## src/pkg/sfr_pkg.sv

```systemverilog
// Constants and types for the flag readout block
package sfr_pkg;

  // Command class codes in bits 15:14
  localparam logic [1:0] CLS_FAIL = 2'h3;
  localparam logic [1:0] CLS_LIVE = 2'h0;

  // Group addresses in bits 13:9
  localparam logic [4:0] ADDR_SUPPLY = 5'h0f;
  localparam logic [4:0] ADDR_BUS    = 5'h10;
  localparam logic [4:0] ADDR_PIN    = 5'h11;

  // Frame length in serial clock cycles
  localparam logic [4:0] FRAME_BITS = 5'h10;

  // Response source codes
  localparam logic [3:0] SRC_SUP_A  = 4'h0;
  localparam logic [3:0] SRC_SUP_B  = 4'h1;
  localparam logic [3:0] SRC_BUS_A  = 4'h2;
  localparam logic [3:0] SRC_BUS_B  = 4'h3;
  localparam logic [3:0] SRC_PIN_F  = 4'h4;
  localparam logic [3:0] SRC_WAKE   = 4'h5;
  localparam logic [3:0] SRC_LIVE   = 4'h6;
  localparam logic [3:0] SRC_LEVEL  = 4'h7;
  localparam logic [3:0] SRC_NONE   = 4'h8;

  // Values after reset
  localparam logic [47:0] FLAGS_RST = 48'h0000_0000_0000;
  localparam logic [7:0]  RESP_RST  = 8'h00;

  // Frame state, Gray coded along idle, shift, done
  typedef enum logic [1:0] {
    SFR_IDLE  = 2'h0,
    SFR_SHIFT = 2'h1,
    SFR_DONE  = 2'h3
  } sfr_state_e;

endpackage

```

## src/hw/sfr_top.sv

```systemverilog
// Serial status flag readout with latched failure flags
// How it works
// Class 11 in bits 15:14 returns the addressed latched failure byte.
// Class 00 with bit 7 high returns live levels or live transceiver state instead.
// Bits 13:9 carry the group address that selects the answering group.
// Host drives bit 8 high on every read; it is not parity.
// Reads are never parity checked and never raise a parity error.
// Host sends bits 6:0 of a read as zeros.
// Selected byte leaves on serial output in response bits 7:0.
// A detected fault sets its flag, which then holds regardless of condition.
// Reading a flag clears it only when its cause has gone.
// Bit 7 picks first byte when zero, second byte when one.
// Supply, bus transceiver, pin groups sit at consecutive addresses.
`timescale 1ns/1ns
module sfr_top (
  // Clock and reset
  input  wire logic       clk_i,
  input  wire logic       arst_n_i,
  // Serial link pins
  input  wire logic       chip_select_bar_i,
  input  wire logic       sclk_i,
  input  wire logic       mosi_i,
  output logic            miso_o,
  output logic            miso_oe_o,
  // Fault conditions, high while present
  input  wire logic [7:0] supply_fault_a_i,
  input  wire logic [7:0] supply_fault_b_i,
  input  wire logic [7:0] bus_fault_a_i,
  input  wire logic [7:0] bus_fault_b_i,
  input  wire logic [7:0] pin_fault_i,
  input  wire logic [7:0] wake_source_i,
  // Live state
  input  wire logic [7:0] bus_live_i,
  input  wire logic [7:0] pin_level_i
);

  // Whole state of the block
  typedef struct packed {
    logic              cs_m;
    logic              cs_s;
    logic              sck_m;
    logic              sck_s;
    logic              sck_p;
    logic              mosi_m;
    logic              mosi_s;
    logic [5:0][7:0]   ev_m;
    logic [5:0][7:0]   ev_s;
    logic [7:0]        live_m;
    logic [7:0]        live_s;
    logic [7:0]        lvl_m;
    logic [7:0]        lvl_s;
    logic [5:0][7:0]   flags;
    logic [15:0]       rx;
    logic [15:0]       tx;
    logic [4:0]        cnt;
    logic [7:0]        resp;
    logic              miso;
    sfr_pkg::sfr_state_e st;
  } sfr_state_s;

  sfr_state_s q;
  sfr_state_s d;
  logic       sck_rise;
  logic       sck_fall;
  logic [3:0] src;
  logic [7:0] resp_sel;

  // Maps a command word to its response source
  function automatic logic [3:0] src_of(input logic [15:0] cmd);
    logic [4:0] addr;
    logic       sel;
    addr   = cmd[13:9];
    sel    = cmd[7];
    src_of = sfr_pkg::SRC_NONE;
    // Bit 8 and bits 6:0 are not examined, so no parity check occurs
    if (cmd[15:14] == sfr_pkg::CLS_FAIL) begin
      case (addr)
        sfr_pkg::ADDR_SUPPLY: begin
          src_of = sel ? sfr_pkg::SRC_SUP_B : sfr_pkg::SRC_SUP_A;
        end
        sfr_pkg::ADDR_BUS: begin
          src_of = sel ? sfr_pkg::SRC_BUS_B : sfr_pkg::SRC_BUS_A;
        end
        sfr_pkg::ADDR_PIN: begin
          src_of = sel ? sfr_pkg::SRC_WAKE : sfr_pkg::SRC_PIN_F;
        end
        default: begin
          src_of = sfr_pkg::SRC_NONE;
        end
      endcase
    end else if (cmd[15:14] == sfr_pkg::CLS_LIVE && sel) begin
      case (addr)
        sfr_pkg::ADDR_BUS: begin
          src_of = sfr_pkg::SRC_LIVE;
        end
        sfr_pkg::ADDR_PIN: begin
          src_of = sfr_pkg::SRC_LEVEL;
        end
        default: begin
          src_of = sfr_pkg::SRC_NONE;
        end
      endcase
    end
  endfunction

  // Edge detect on the synchronised serial clock
  assign sck_rise = q.sck_s & ~q.sck_p;
  assign sck_fall = ~q.sck_s & q.sck_p;

  // Decode of the last complete command
  assign src = src_of(q.rx);

  // Response byte for the decoded source
  always_comb begin
    resp_sel = 8'h00;
    case (src)
      sfr_pkg::SRC_SUP_A, sfr_pkg::SRC_SUP_B,
      sfr_pkg::SRC_BUS_A, sfr_pkg::SRC_BUS_B,
      sfr_pkg::SRC_PIN_F, sfr_pkg::SRC_WAKE: begin
        resp_sel = q.flags[src[2:0]];
      end
      sfr_pkg::SRC_LIVE: begin
        resp_sel = q.live_s;
      end
      sfr_pkg::SRC_LEVEL: begin
        resp_sel = q.lvl_s;
      end
      default: begin
        resp_sel = 8'h00;
      end
    endcase
  end

  // Next state
  always_comb begin
    d = q;
    // Two-stage synchronisers for every outside input
    d.cs_m   = chip_select_bar_i;
    d.cs_s   = q.cs_m;
    d.sck_m  = sclk_i;
    d.sck_s  = q.sck_m;
    d.sck_p  = q.sck_s;
    d.mosi_m = mosi_i;
    d.mosi_s = q.mosi_m;
    d.ev_m   = {wake_source_i, pin_fault_i, bus_fault_b_i,
                bus_fault_a_i, supply_fault_b_i, supply_fault_a_i};
    d.ev_s   = q.ev_m;
    d.live_m = bus_live_i;
    d.live_s = q.live_m;
    d.lvl_m  = pin_level_i;
    d.lvl_s  = q.lvl_m;
    // Present faults set their flags and hold them
    d.flags  = q.flags | q.ev_s;
    case (q.st)
      sfr_pkg::SFR_IDLE: begin
        if (!q.cs_s) begin
          d.st   = sfr_pkg::SFR_SHIFT;
          d.cnt  = 5'h00;
          d.tx   = {8'h00, q.resp};
          d.miso = 1'b0;
        end
      end
      sfr_pkg::SFR_SHIFT: begin
        if (q.cs_s) begin
          d.st = (q.cnt == sfr_pkg::FRAME_BITS) ? sfr_pkg::SFR_DONE
                                                 : sfr_pkg::SFR_IDLE;
        end else begin
          if (sck_rise) begin
            d.rx  = {q.rx[14:0], q.mosi_s};
            d.cnt = q.cnt + 5'h01;
          end
          if (sck_fall) begin
            d.tx   = {q.tx[14:0], 1'b0};
            d.miso = q.tx[14];
          end
        end
      end
      sfr_pkg::SFR_DONE: begin
        d.st   = sfr_pkg::SFR_IDLE;
        d.resp = resp_sel;
        // Cleared bits whose cause is gone; present causes keep them set
        if (src < sfr_pkg::SRC_LIVE) begin
          d.flags[src[2:0]] = q.ev_s[src[2:0]];
        end
      end
      default: begin
        d.st = sfr_pkg::SFR_IDLE;
      end
    endcase
  end

  // State register
  always_ff @(posedge clk_i or negedge arst_n_i) begin
    if (!arst_n_i) begin
      q       <= '0;
      q.cs_m  <= 1'b1;
      q.cs_s  <= 1'b1;
      q.flags <= sfr_pkg::FLAGS_RST;
      q.resp  <= sfr_pkg::RESP_RST;
      q.st    <= sfr_pkg::SFR_IDLE;
    end else begin
      q <= d;
    end
  end

  // Serial output, driven while selected
  assign miso_o    = q.miso;
  assign miso_oe_o = (q.st == sfr_pkg::SFR_SHIFT) & ~q.cs_s;

  // Flags never drop outside a read
  chk_flag_hold: assert property (
    @(posedge clk_i) disable iff (!arst_n_i)
    (q.st != sfr_pkg::SFR_DONE) |=> ((q.flags & $past(q.flags)) == $past(q.flags))
  ) else $error("latched flag dropped without a read");

  // A present fault is latched next cycle
  chk_event_sets: assert property (
    @(posedge clk_i) disable iff (!arst_n_i)
    1'b1 |=> ((q.flags & $past(q.ev_s)) == $past(q.ev_s))
  ) else $error("present fault not latched");

  // Read leaves exactly the still-present bits
  chk_read_clear: assert property (
    @(posedge clk_i) disable iff (!arst_n_i)
    (q.st == sfr_pkg::SFR_DONE && src < sfr_pkg::SRC_LIVE)
    |=> (q.flags[$past(src[2:0])] == $past(q.ev_s[src[2:0]]))
  ) else $error("read clear wrong");

  // Failure read captures the latched byte
  chk_fail_resp: assert property (
    @(posedge clk_i) disable iff (!arst_n_i)
    (q.st == sfr_pkg::SFR_DONE && q.rx[15:14] == sfr_pkg::CLS_FAIL
     && q.rx[13:9] == sfr_pkg::ADDR_BUS && q.rx[7])
    |=> (q.resp == $past(q.flags[3]))
  ) else $error("second bus fault byte not returned");

  // Supply group first byte at its address
  chk_supply_a: assert property (
    @(posedge clk_i) disable iff (!arst_n_i)
    (q.st == sfr_pkg::SFR_DONE && q.rx[15:14] == sfr_pkg::CLS_FAIL
     && q.rx[13:9] == sfr_pkg::ADDR_SUPPLY && !q.rx[7])
    |=> (q.resp == $past(q.flags[0]))
  ) else $error("first supply byte not returned");

  // Live read returns live transceiver state
  chk_live_resp: assert property (
    @(posedge clk_i) disable iff (!arst_n_i)
    (q.st == sfr_pkg::SFR_DONE && q.rx[15:14] == sfr_pkg::CLS_LIVE
     && q.rx[13:9] == sfr_pkg::ADDR_BUS && q.rx[7])
    |=> (q.resp == $past(q.live_s))
  ) else $error("live bus state not returned");

  // Live pin group returns live pin levels
  chk_level_resp: assert property (
    @(posedge clk_i) disable iff (!arst_n_i)
    (q.st == sfr_pkg::SFR_DONE && q.rx[15:14] == sfr_pkg::CLS_LIVE
     && q.rx[13:9] == sfr_pkg::ADDR_PIN && q.rx[7])
    |=> (q.resp == $past(q.lvl_s))
  ) else $error("live pin levels not returned");

  // Live class with byte select low answers zero
  chk_live_sel_low: assert property (
    @(posedge clk_i) disable iff (!arst_n_i)
    (q.st == sfr_pkg::SFR_DONE && q.rx[15:14] == sfr_pkg::CLS_LIVE && !q.rx[7])
    |=> (q.resp == 8'h00)
  ) else $error("live read with low select answered nonzero");

  // Pin group second byte holds the wake sources
  chk_pin_second: assert property (
    @(posedge clk_i) disable iff (!arst_n_i)
    (q.st == sfr_pkg::SFR_DONE && q.rx[15:14] == sfr_pkg::CLS_FAIL
     && q.rx[13:9] == sfr_pkg::ADDR_PIN && q.rx[7])
    |=> (q.resp == $past(q.flags[5]))
  ) else $error("wake source byte not returned");

  // Bus group first byte at the address after supply
  chk_bus_first: assert property (
    @(posedge clk_i) disable iff (!arst_n_i)
    (q.st == sfr_pkg::SFR_DONE && q.rx[15:14] == sfr_pkg::CLS_FAIL
     && q.rx[13:9] == sfr_pkg::ADDR_BUS && !q.rx[7])
    |=> (q.resp == $past(q.flags[2]))
  ) else $error("first bus fault byte not returned");

  // Unknown group answers zero
  chk_unmapped_zero: assert property (
    @(posedge clk_i) disable iff (!arst_n_i)
    (q.st == sfr_pkg::SFR_DONE && q.rx[13:9] != sfr_pkg::ADDR_SUPPLY
     && q.rx[13:9] != sfr_pkg::ADDR_BUS && q.rx[13:9] != sfr_pkg::ADDR_PIN)
    |=> (q.resp == 8'h00)
  ) else $error("unmapped group answered nonzero");

  // Upper response byte is zero
  chk_miso_upper: assert property (
    @(posedge clk_i) disable iff (!arst_n_i)
    (q.st == sfr_pkg::SFR_SHIFT && q.cnt < 5'h08) |-> (q.miso == 1'b0)
  ) else $error("upper response bits not zero");

  // Bit 7 of the response follows the eighth falling edge
  chk_miso_msb: assert property (
    @(posedge clk_i) disable iff (!arst_n_i)
    (q.st == sfr_pkg::SFR_SHIFT && !q.cs_s && sck_fall && q.cnt == 5'h08)
    |=> (q.miso == q.resp[7])
  ) else $error("response bit 7 misplaced");

  // Short frame returns to idle and captures no response
  chk_short_frame: assert property (
    @(posedge clk_i) disable iff (!arst_n_i)
    (q.st == sfr_pkg::SFR_SHIFT && q.cs_s && q.cnt != sfr_pkg::FRAME_BITS)
    |=> (q.st == sfr_pkg::SFR_IDLE) ##1 (q.resp == $past(q.resp, 2))
  ) else $error("short frame was acted on");

endmodule

```

## config.mk

```make
export PLATFORM = sky130hd
export DESIGN_NAME = sfr_top
export DESIGN_NICKNAME = d
export VERILOG_FILES = /design/src/pkg/sfr_pkg.sv /design/src/hw/sfr_top.sv
export SDC_FILE = /design/constraint.sdc
export NUM_CORES = 1
export LEC_CHECK = 0
export BUFFER_PORTS_ARGS = -buffer_cell sky130_fd_sc_hd__buf_2
export CAP_MARGIN = 25
export CELL_PAD_IN_SITES_DETAIL_PLACEMENT = 1
export CELL_PAD_IN_SITES_GLOBAL_PLACEMENT = 1
export CORE_ASPECT_RATIO = 0.75
export CORE_MARGIN = 4
export CORE_UTILIZATION = 43
export DETAILED_ROUTE_END_ITERATION = 16
export GPL_TIMING_DRIVEN = 0
export PLACE_DENSITY = 0.71
export SETUP_SLACK_MARGIN = 0.02
export SYNTH_ARGS = -nofsm -noshare
export SYNTH_HDL_FRONTEND = slang
export SYNTH_SLANG_ARGS = --single-unit
```

## constraint.sdc

```tcl
create_clock -name clk_i -period 2.2 [get_ports clk_i]
set_clock_uncertainty 0.15 [all_clocks]
set_input_delay 0.33 -clock clk_i [delete_from_list [all_inputs] [get_ports clk_i]]
set_output_delay 0.33 -clock clk_i [all_outputs]
set_load 0.05 [all_outputs]
```

==> results.json, run 1 <==
{
  "tightest_slew_ps": 862,
  "drtIter0Drc": 592,
  "syn_nets": 726,
  "finalSetupViolCount": 58,
  "worstPathRequired_ps": 2440,
  "start_util_pct": 44.4,
  "pwr_density_cell_nw_per_um2": 728,
  "yosys_warnings": 0,
  "slew_headroom_pct": 42.5,
  "synth-simple-area-share_pct": 8.58,
  "fin_cells": 1151,
  "fillers": 1796,
  "end_kind": "flop",
  "hold_violations": 0,
  "fin_crit_sh_pct": 119,
  "grt_pass1_wl_mm": 40.6,
  "core_region_area_sq_um": 18700,
  "cts_root_buf": "clkbuf_16",
  "gr-usage-all-layers_pct": 24.2,
  "grt_pass1_vias": 7212,
  "wl_per_cell_um": 28.3,
  "first_pass_iters": 5,
  "synth-adder-area-share_pct": 0.301,
  "grt_antenna_before_repair": 0,
  "wl_mm": 32.6,
  "vias": 6824,
  "synthArstFlopShare_pct": 100,
  "ir_worst_vdd_mv": 0.658,
  "worst_skew_pair.late_latency_ps": 520,
  "gp_congestion": 0.795,
  "rsz0062_at_grt": "yes",
  "final_max_slew_viol_count": 0,
  "dp_cells": 973,
  "synthFlopType": "dfrtp_1",
  "utilization_pct": 65.7,
  "cts_num_sinks": 230,
  "fmax_mhz": 383,
  "arrival_ps": 2850,
  "period_minus_slack_ps": 2610,
  "area_growth_pct": 47.9,
  "fp.dieH_um": 128,
  "dieArea_sq_um": 21600,
  "leakage_uw": 0.00525,
  "die_x_um": 169,
  "nets": 959,
  "path_clk_slew_ps": 70,
  "numPortBuffers": 70,
  "yosysSeqAreaShare_pct": 69.3,
  "critPathLaunchType": "flop",
  "violations": "negative setup slack",
  "fin_ws_ps": -412,
  "status": "finished, violations left",
  "totalPowerFinal_uw": 8950,
  "synth-compound-area-share_pct": 11.1,
  "hpwl_mm": 14.1,
  "drc": 0,
  "place_ws_ps": -847,
  "grt.overflow.total": 0,
  "syn_area_per_cell_sq_um": 12.7,
  "drv_cap": 0,
  "synth.top_cell.area_share_pct": 68.6,
  "yosys.area_share.xor_xnor_pct": 0.316,
  "crit_type": "flop to flop",
  "cts_tree": "built",
  "rrSetupSlack_ps": -410,
  "synth_area_sq_um": 8310,
  "h-tree-depth": 1,
  "syn_inst": 655,
  "ys_ff_latch": 230,
  "synth-edff-count": 0,
  "clock_path_buffers": 3,
  "grt_max_degree": 123,
  "synth_top_cells_by_area": "dfrtp_1, mux2i_1, o21ai_0",
  "synth.area.mux_share_pct": 8.40,
  "cp_max_fo": 7,
  "drive_gt1_share_pct": 40.3,
  "min_path_type": "flop to flop",
  "num_rows": 43,
  "num_antenna_cells": 0,
  "synth_top_family_by_area": "compound AO/OA/AOI/OAI gates",
  "synth_top_area_cell": "dfrtp_1",
  "ys_types": 52,
  "vias_per_cell": 5.93,
  "setup-tns-final_ps": -14660,
  "cts_inserted_buffers": 22,
  "io-pin-count": 71,
  "ant_nets": 0
}
worst max-delay path, cell delays in order, from the launching register on:
cell,delay (ps)
dfrtp_2,420
or4b_4,540
buf_6,160
buf_6,120
buf_6,110
or3_1,360
clkbuf_1,240
o211ai_1,380
power breakdown:
part	internal (uW)	switching [uW]	total, uW
Clock	2260	1760	4010
Combinational	210	218	428
Sequential	4390	113	4510
Total	6860	2090	8950
state kept, by name (all words and copies together), names as in the netlist:
register  count
q           161
d            68
miso_o        1
cell type report:
type	count	area (sq um)	share of cell area, %
clock inverters	10	105	0.855
clock buffers	30	632	5.14
multi-input cells	385	3310	26.9
flip-flops and latches	230	5760	46.8
well taps	247	309	2.51
repair buffers	211	1820	14.8
inverters	8	30.0	0.244
plain buffers	30	333	2.71
final timing paths:
| kind | from | cells after the start | endpoint |
|---|---|---|---|
| max | q[42] | 7 | q[6] |
| min | d[159] | 0 | q[159] |
| max reg2reg | q[42] | 7 | q[6] |
| min reg2reg | d[159] | 0 | q[159] |
| max in group asynchronous | arst_n_i | 3 | q[35] |
| min in group asynchronous | arst_n_i | 2 | q[26] |
layer usage:
metal / up-vias / global-route usage (%) / routed length [um]
met3: 137 / 4.76 / 2200
met2: 365 / 41.0 / 16500
met4: 0 / 7.87 / 1600
met5: - / 0.870 / 0
li1: 2769 / - / -
met1: 3553 / 31.7 / 12300
kinds of logic (layout without fill, tap and decap cells):
group	Yosys count	in the layout
buffers and inverters	40	289
multiplexers	67	67
adder cells (fa/ha/maj)	2	2
AO/OA/AOI/OAI	161	161
AND/OR/NAND/NOR	152	152
flip-flops	230	230
XOR/XNOR	3	3
timing repair:
action / 4_1_cts / 5_1_grt
pin swaps: 30 / 35
endpoints found under the hold margin: 175 / 0
resized for setup: 174 / 132
setup buffers: 49 / 16
endpoints found under the setup margin: 57 / 56
hold buffers: 68 / 0
cloned: 5 / 4
Yosys cell counts (2+ instances only):
master	number
o211ai_1	7
buf_2	11
a21oi_1	54
nor3_1	15
o22ai_1	3
ha_1	2
inv_1	8
dfstp_2	2
nand3_1	19
xor2_1	3
nor2_1	36
nor3_2	2
o31a_1	4
nand2_1	57
and2_1	2
or3_1	4
o21ai_0	65
a21oi_2	2
mux2_2	21
buf_1	4
a21o_1	6
a22oi_1	9
nand4_1	2
mux2i_1	45
clkbuf_1	16
o311a_1	2
o21ai_1	2
dfrtp_1	228
through the flow:
stage          hold WS (ps)  instance area [sq um]
2_1_floorplan          -116                   8340
4_1_cts                 199                  11500
5_1_grt                 203                  12300
6_report                192                  12300
3_5_place_dp            186                   9040
3_3_place_gp            182                   9000
placed cells by master, fill, tap and decap left out, types with 9 or more instances in the layout:
cell type	instances
clkbuf_1	11
buf_2	71
clkbuf_16	28
dlygate4sd3_1	68
o21ai_0	30
nor2_4	10
mux2_2	17
nand2_2	9
o21ai_1	15
mux2i_1	25
nand2_1	45
nor3_1	11
mux2i_4	17
a21oi_2	28
nor2_1	26
o21ai_2	19
dfrtp_1	227
buf_6	25
a21oi_1	21
buf_4	41
Note: power is estimated with default switching activity, not from simulation.
==> run 2: changes to the inputs <==
--- a/config.mk
+++ b/config.mk
@@ -15,7 +15,6 @@
 export DETAILED_ROUTE_END_ITERATION = 16
 export GPL_TIMING_DRIVEN = 0
 export PLACE_DENSITY = 0.71
-export SETUP_SLACK_MARGIN = 0.02
 export SYNTH_ARGS = -nofsm -noshare
 export SYNTH_HDL_FRONTEND = slang
 export SYNTH_SLANG_ARGS = --single-unit
==> results.json, run 2 (synthesis results as in run 1) <==
{
  "layout_commonest_cell": "dfrtp_1",
  "gr-usage-all-layers_pct": 23.3,
  "fin_crit_sh_pct": 119,
  "hpwl_mm": 13.9,
  "ant_nets": 0,
  "arrival_ps": 2860,
  "largest-register": "q",
  "slew_headroom_pct": 44.5,
  "final_area_sq_um": 11900,
  "period_minus_slack_ps": 2630,
  "drv_cap": 0,
  "h-tree-depth": 1,
  "io-pin-count": 71,
  "first_pass_iters": 4,
  "place_ws_ps": -826,
  "core_region_area_sq_um": 18700,
  "reg2reg_from": "q[43]",
  "finalSetupViolCount": 56,
  "grt_max_degree": 124,
  "drc": 0,
  "leakage_uw": 0.00517,
  "clockPowerShare_pct": 45.0,
  "path_clk_slew_ps": 70,
  "hold_violations": 0,
  "fin_cells": 1141,
  "startpoint": "q[43]",
  "place_area_sq_um": 9030,
  "vias": 6394,
  "layout_common_cells": "dfrtp_1, buf_2, dlygate4sd3_1",
  "cts_root_buf": "clkbuf_16",
  "die_x_um": 169,
  "end_kind": "flop",
  "r2r-end": "q[85]",
  "area_growth_pct": 42.9,
  "crit_path_end": "q[85]",
  "cts_tree": "built",
  "grt_pass1_vias": 6993,
  "vias_per_cell": 5.60,
  "cts_inserted_buffers": 23,
  "critPathLaunchType": "flop",
  "ff2ff_path_depth": 9,
  "worstPathRequired_ps": 2430,
  "clock_path_buffers": 3,
  "ir_worst_vdd_mv": 0.703,
  "dp_cells": 973,
  "min_path_type": "flop to flop",
  "rsz0062_at_grt": "yes",
  "drtIter0Drc": 495,
  "status": "finished, violations left",
  "hold_slack_ps": 195,
  "grt_antenna_before_repair": 0,
  "switching_power_uw": 1920,
  "pwr_density_cell_nw_per_um2": 749,
  "start_util_pct": 44.4,
  "dieArea_sq_um": 21600,
  "fin_ws_ps": -429,
  "wl_per_cell_um": 24.2,
  "largest_reg_flops": 161,
  "drive_gt1_share_pct": 36.4,
  "p_comb_share_pct": 4.5,
  "tightest_slew_ps": 833,
  "grt.overflow.total": 0,
  "internal_power_uw": 6970,
  "num_rows": 43,
  "wl_mm": 27.6,
  "gp_congestion": 0.799,
  "p_seq_share_pct": 50.4,
  "violations": "negative setup slack",
  "grt_pass1_wl_mm": 39.4,
  "numPortBuffers": 70,
  "rrSetupSlack_ps": -430,
  "cts_num_sinks": 230,
  "num_antenna_cells": 0,
  "final_max_slew_viol_count": 0,
  "p_sw_share_pct": 21.6,
  "nets": 949,
  "fp.dieH_um": 128,
  "crit_type": "flop to flop",
  "worst_skew_pair.late_latency_ps": 510,
  "fmax_mhz": 380,
  "fillers": 1805,
  "cp_max_fo": 5
}
==> run 2: metal layers <==
metal,global-route usage (%),vias up,share of wire (%)
met1,30.2,3315,41
met5,0,-,0
met4,7.97,0,3.7
li1,-,2743,-
met2,39.5,266,50
met3,4.98,70,5.2
==> run 2: worst min-delay path by stage <==
stage | from | endpoint | slack (ps) | cells after the start
after floorplan | arst_n_i | d[100] | -120 | 0
after global placement | d[131] | q[131] | 180 | 0
after detailed placement | d[101] | q[101] | 190 | 0
after CTS | d[140] | q[140] | 190 | 0
after global routing | d[102] | q[102] | 200 | 0
final | d[140] | q[140] | 190 | 0
==> run 2: worst max-delay path, stage by stage, from the launching register on <==
cell,delay [ps]
dfrtp_2,380
buf_4,140
nand4b_1,270
buf_4,260
nor3_4,410
nor2_4,160
buf_6,150
mux2_2,270
a21oi_2,190
mux2i_1,110
==> run 2: power groups by stage <==
| stage | combinational [uW] | sequential (uW) | clock, uW |
|---|---|---|---|
| after floorplan | 100 | 4520 | 0 |
| after global placement | 254 | 4550 | 0 |
| after detailed placement | 277 | 4550 | 0 |
| after CTS | 390 | 4480 | 4030 |
| after global routing | 449 | 4500 | 4280 |
| final | 404 | 4490 | 4010 |
==> run 2: area by class of cell <==
cell class / count / area (sq um) / share of cell area, %
buffer: 28 / 260 / 2.19
sequential: 230 / 5760 / 48.5
clock buffer: 32 / 639 / 5.38
multi-input combinational: 385 / 3070 / 25.9
inverter: 8 / 30.0 / 0.253
clock inverter: 9 / 120 / 1.01
timing repair buffer: 202 / 1690 / 14.2
tap: 247 / 309 / 2.60
==> run 2: through the flow <==
step           power, uW  TNS [ps]  utilization [%]
3_3_place_gp        4800   -721220             48.0
3_5_place_dp        4830    -31870             48.2
2_1_floorplan       4620     -1130                -
4_1_cts             8900     -9070             60.8
6_report            8900    -19370             63.4
5_1_grt             9220    -20920             63.4
==> run 2: what timing repair did <==
| action | CTS | global route |
|---|---|---|
| endpoints found under the hold margin | 174 | 0 |
| buffers inserted | 37 | 24 |
| gates cloned | 4 | 2 |
| endpoints found under the setup margin | 57 | 57 |
| pin swaps | 31 | 33 |
| resized for setup | 159 | 86 |
| hold buffers | 68 | 0 |
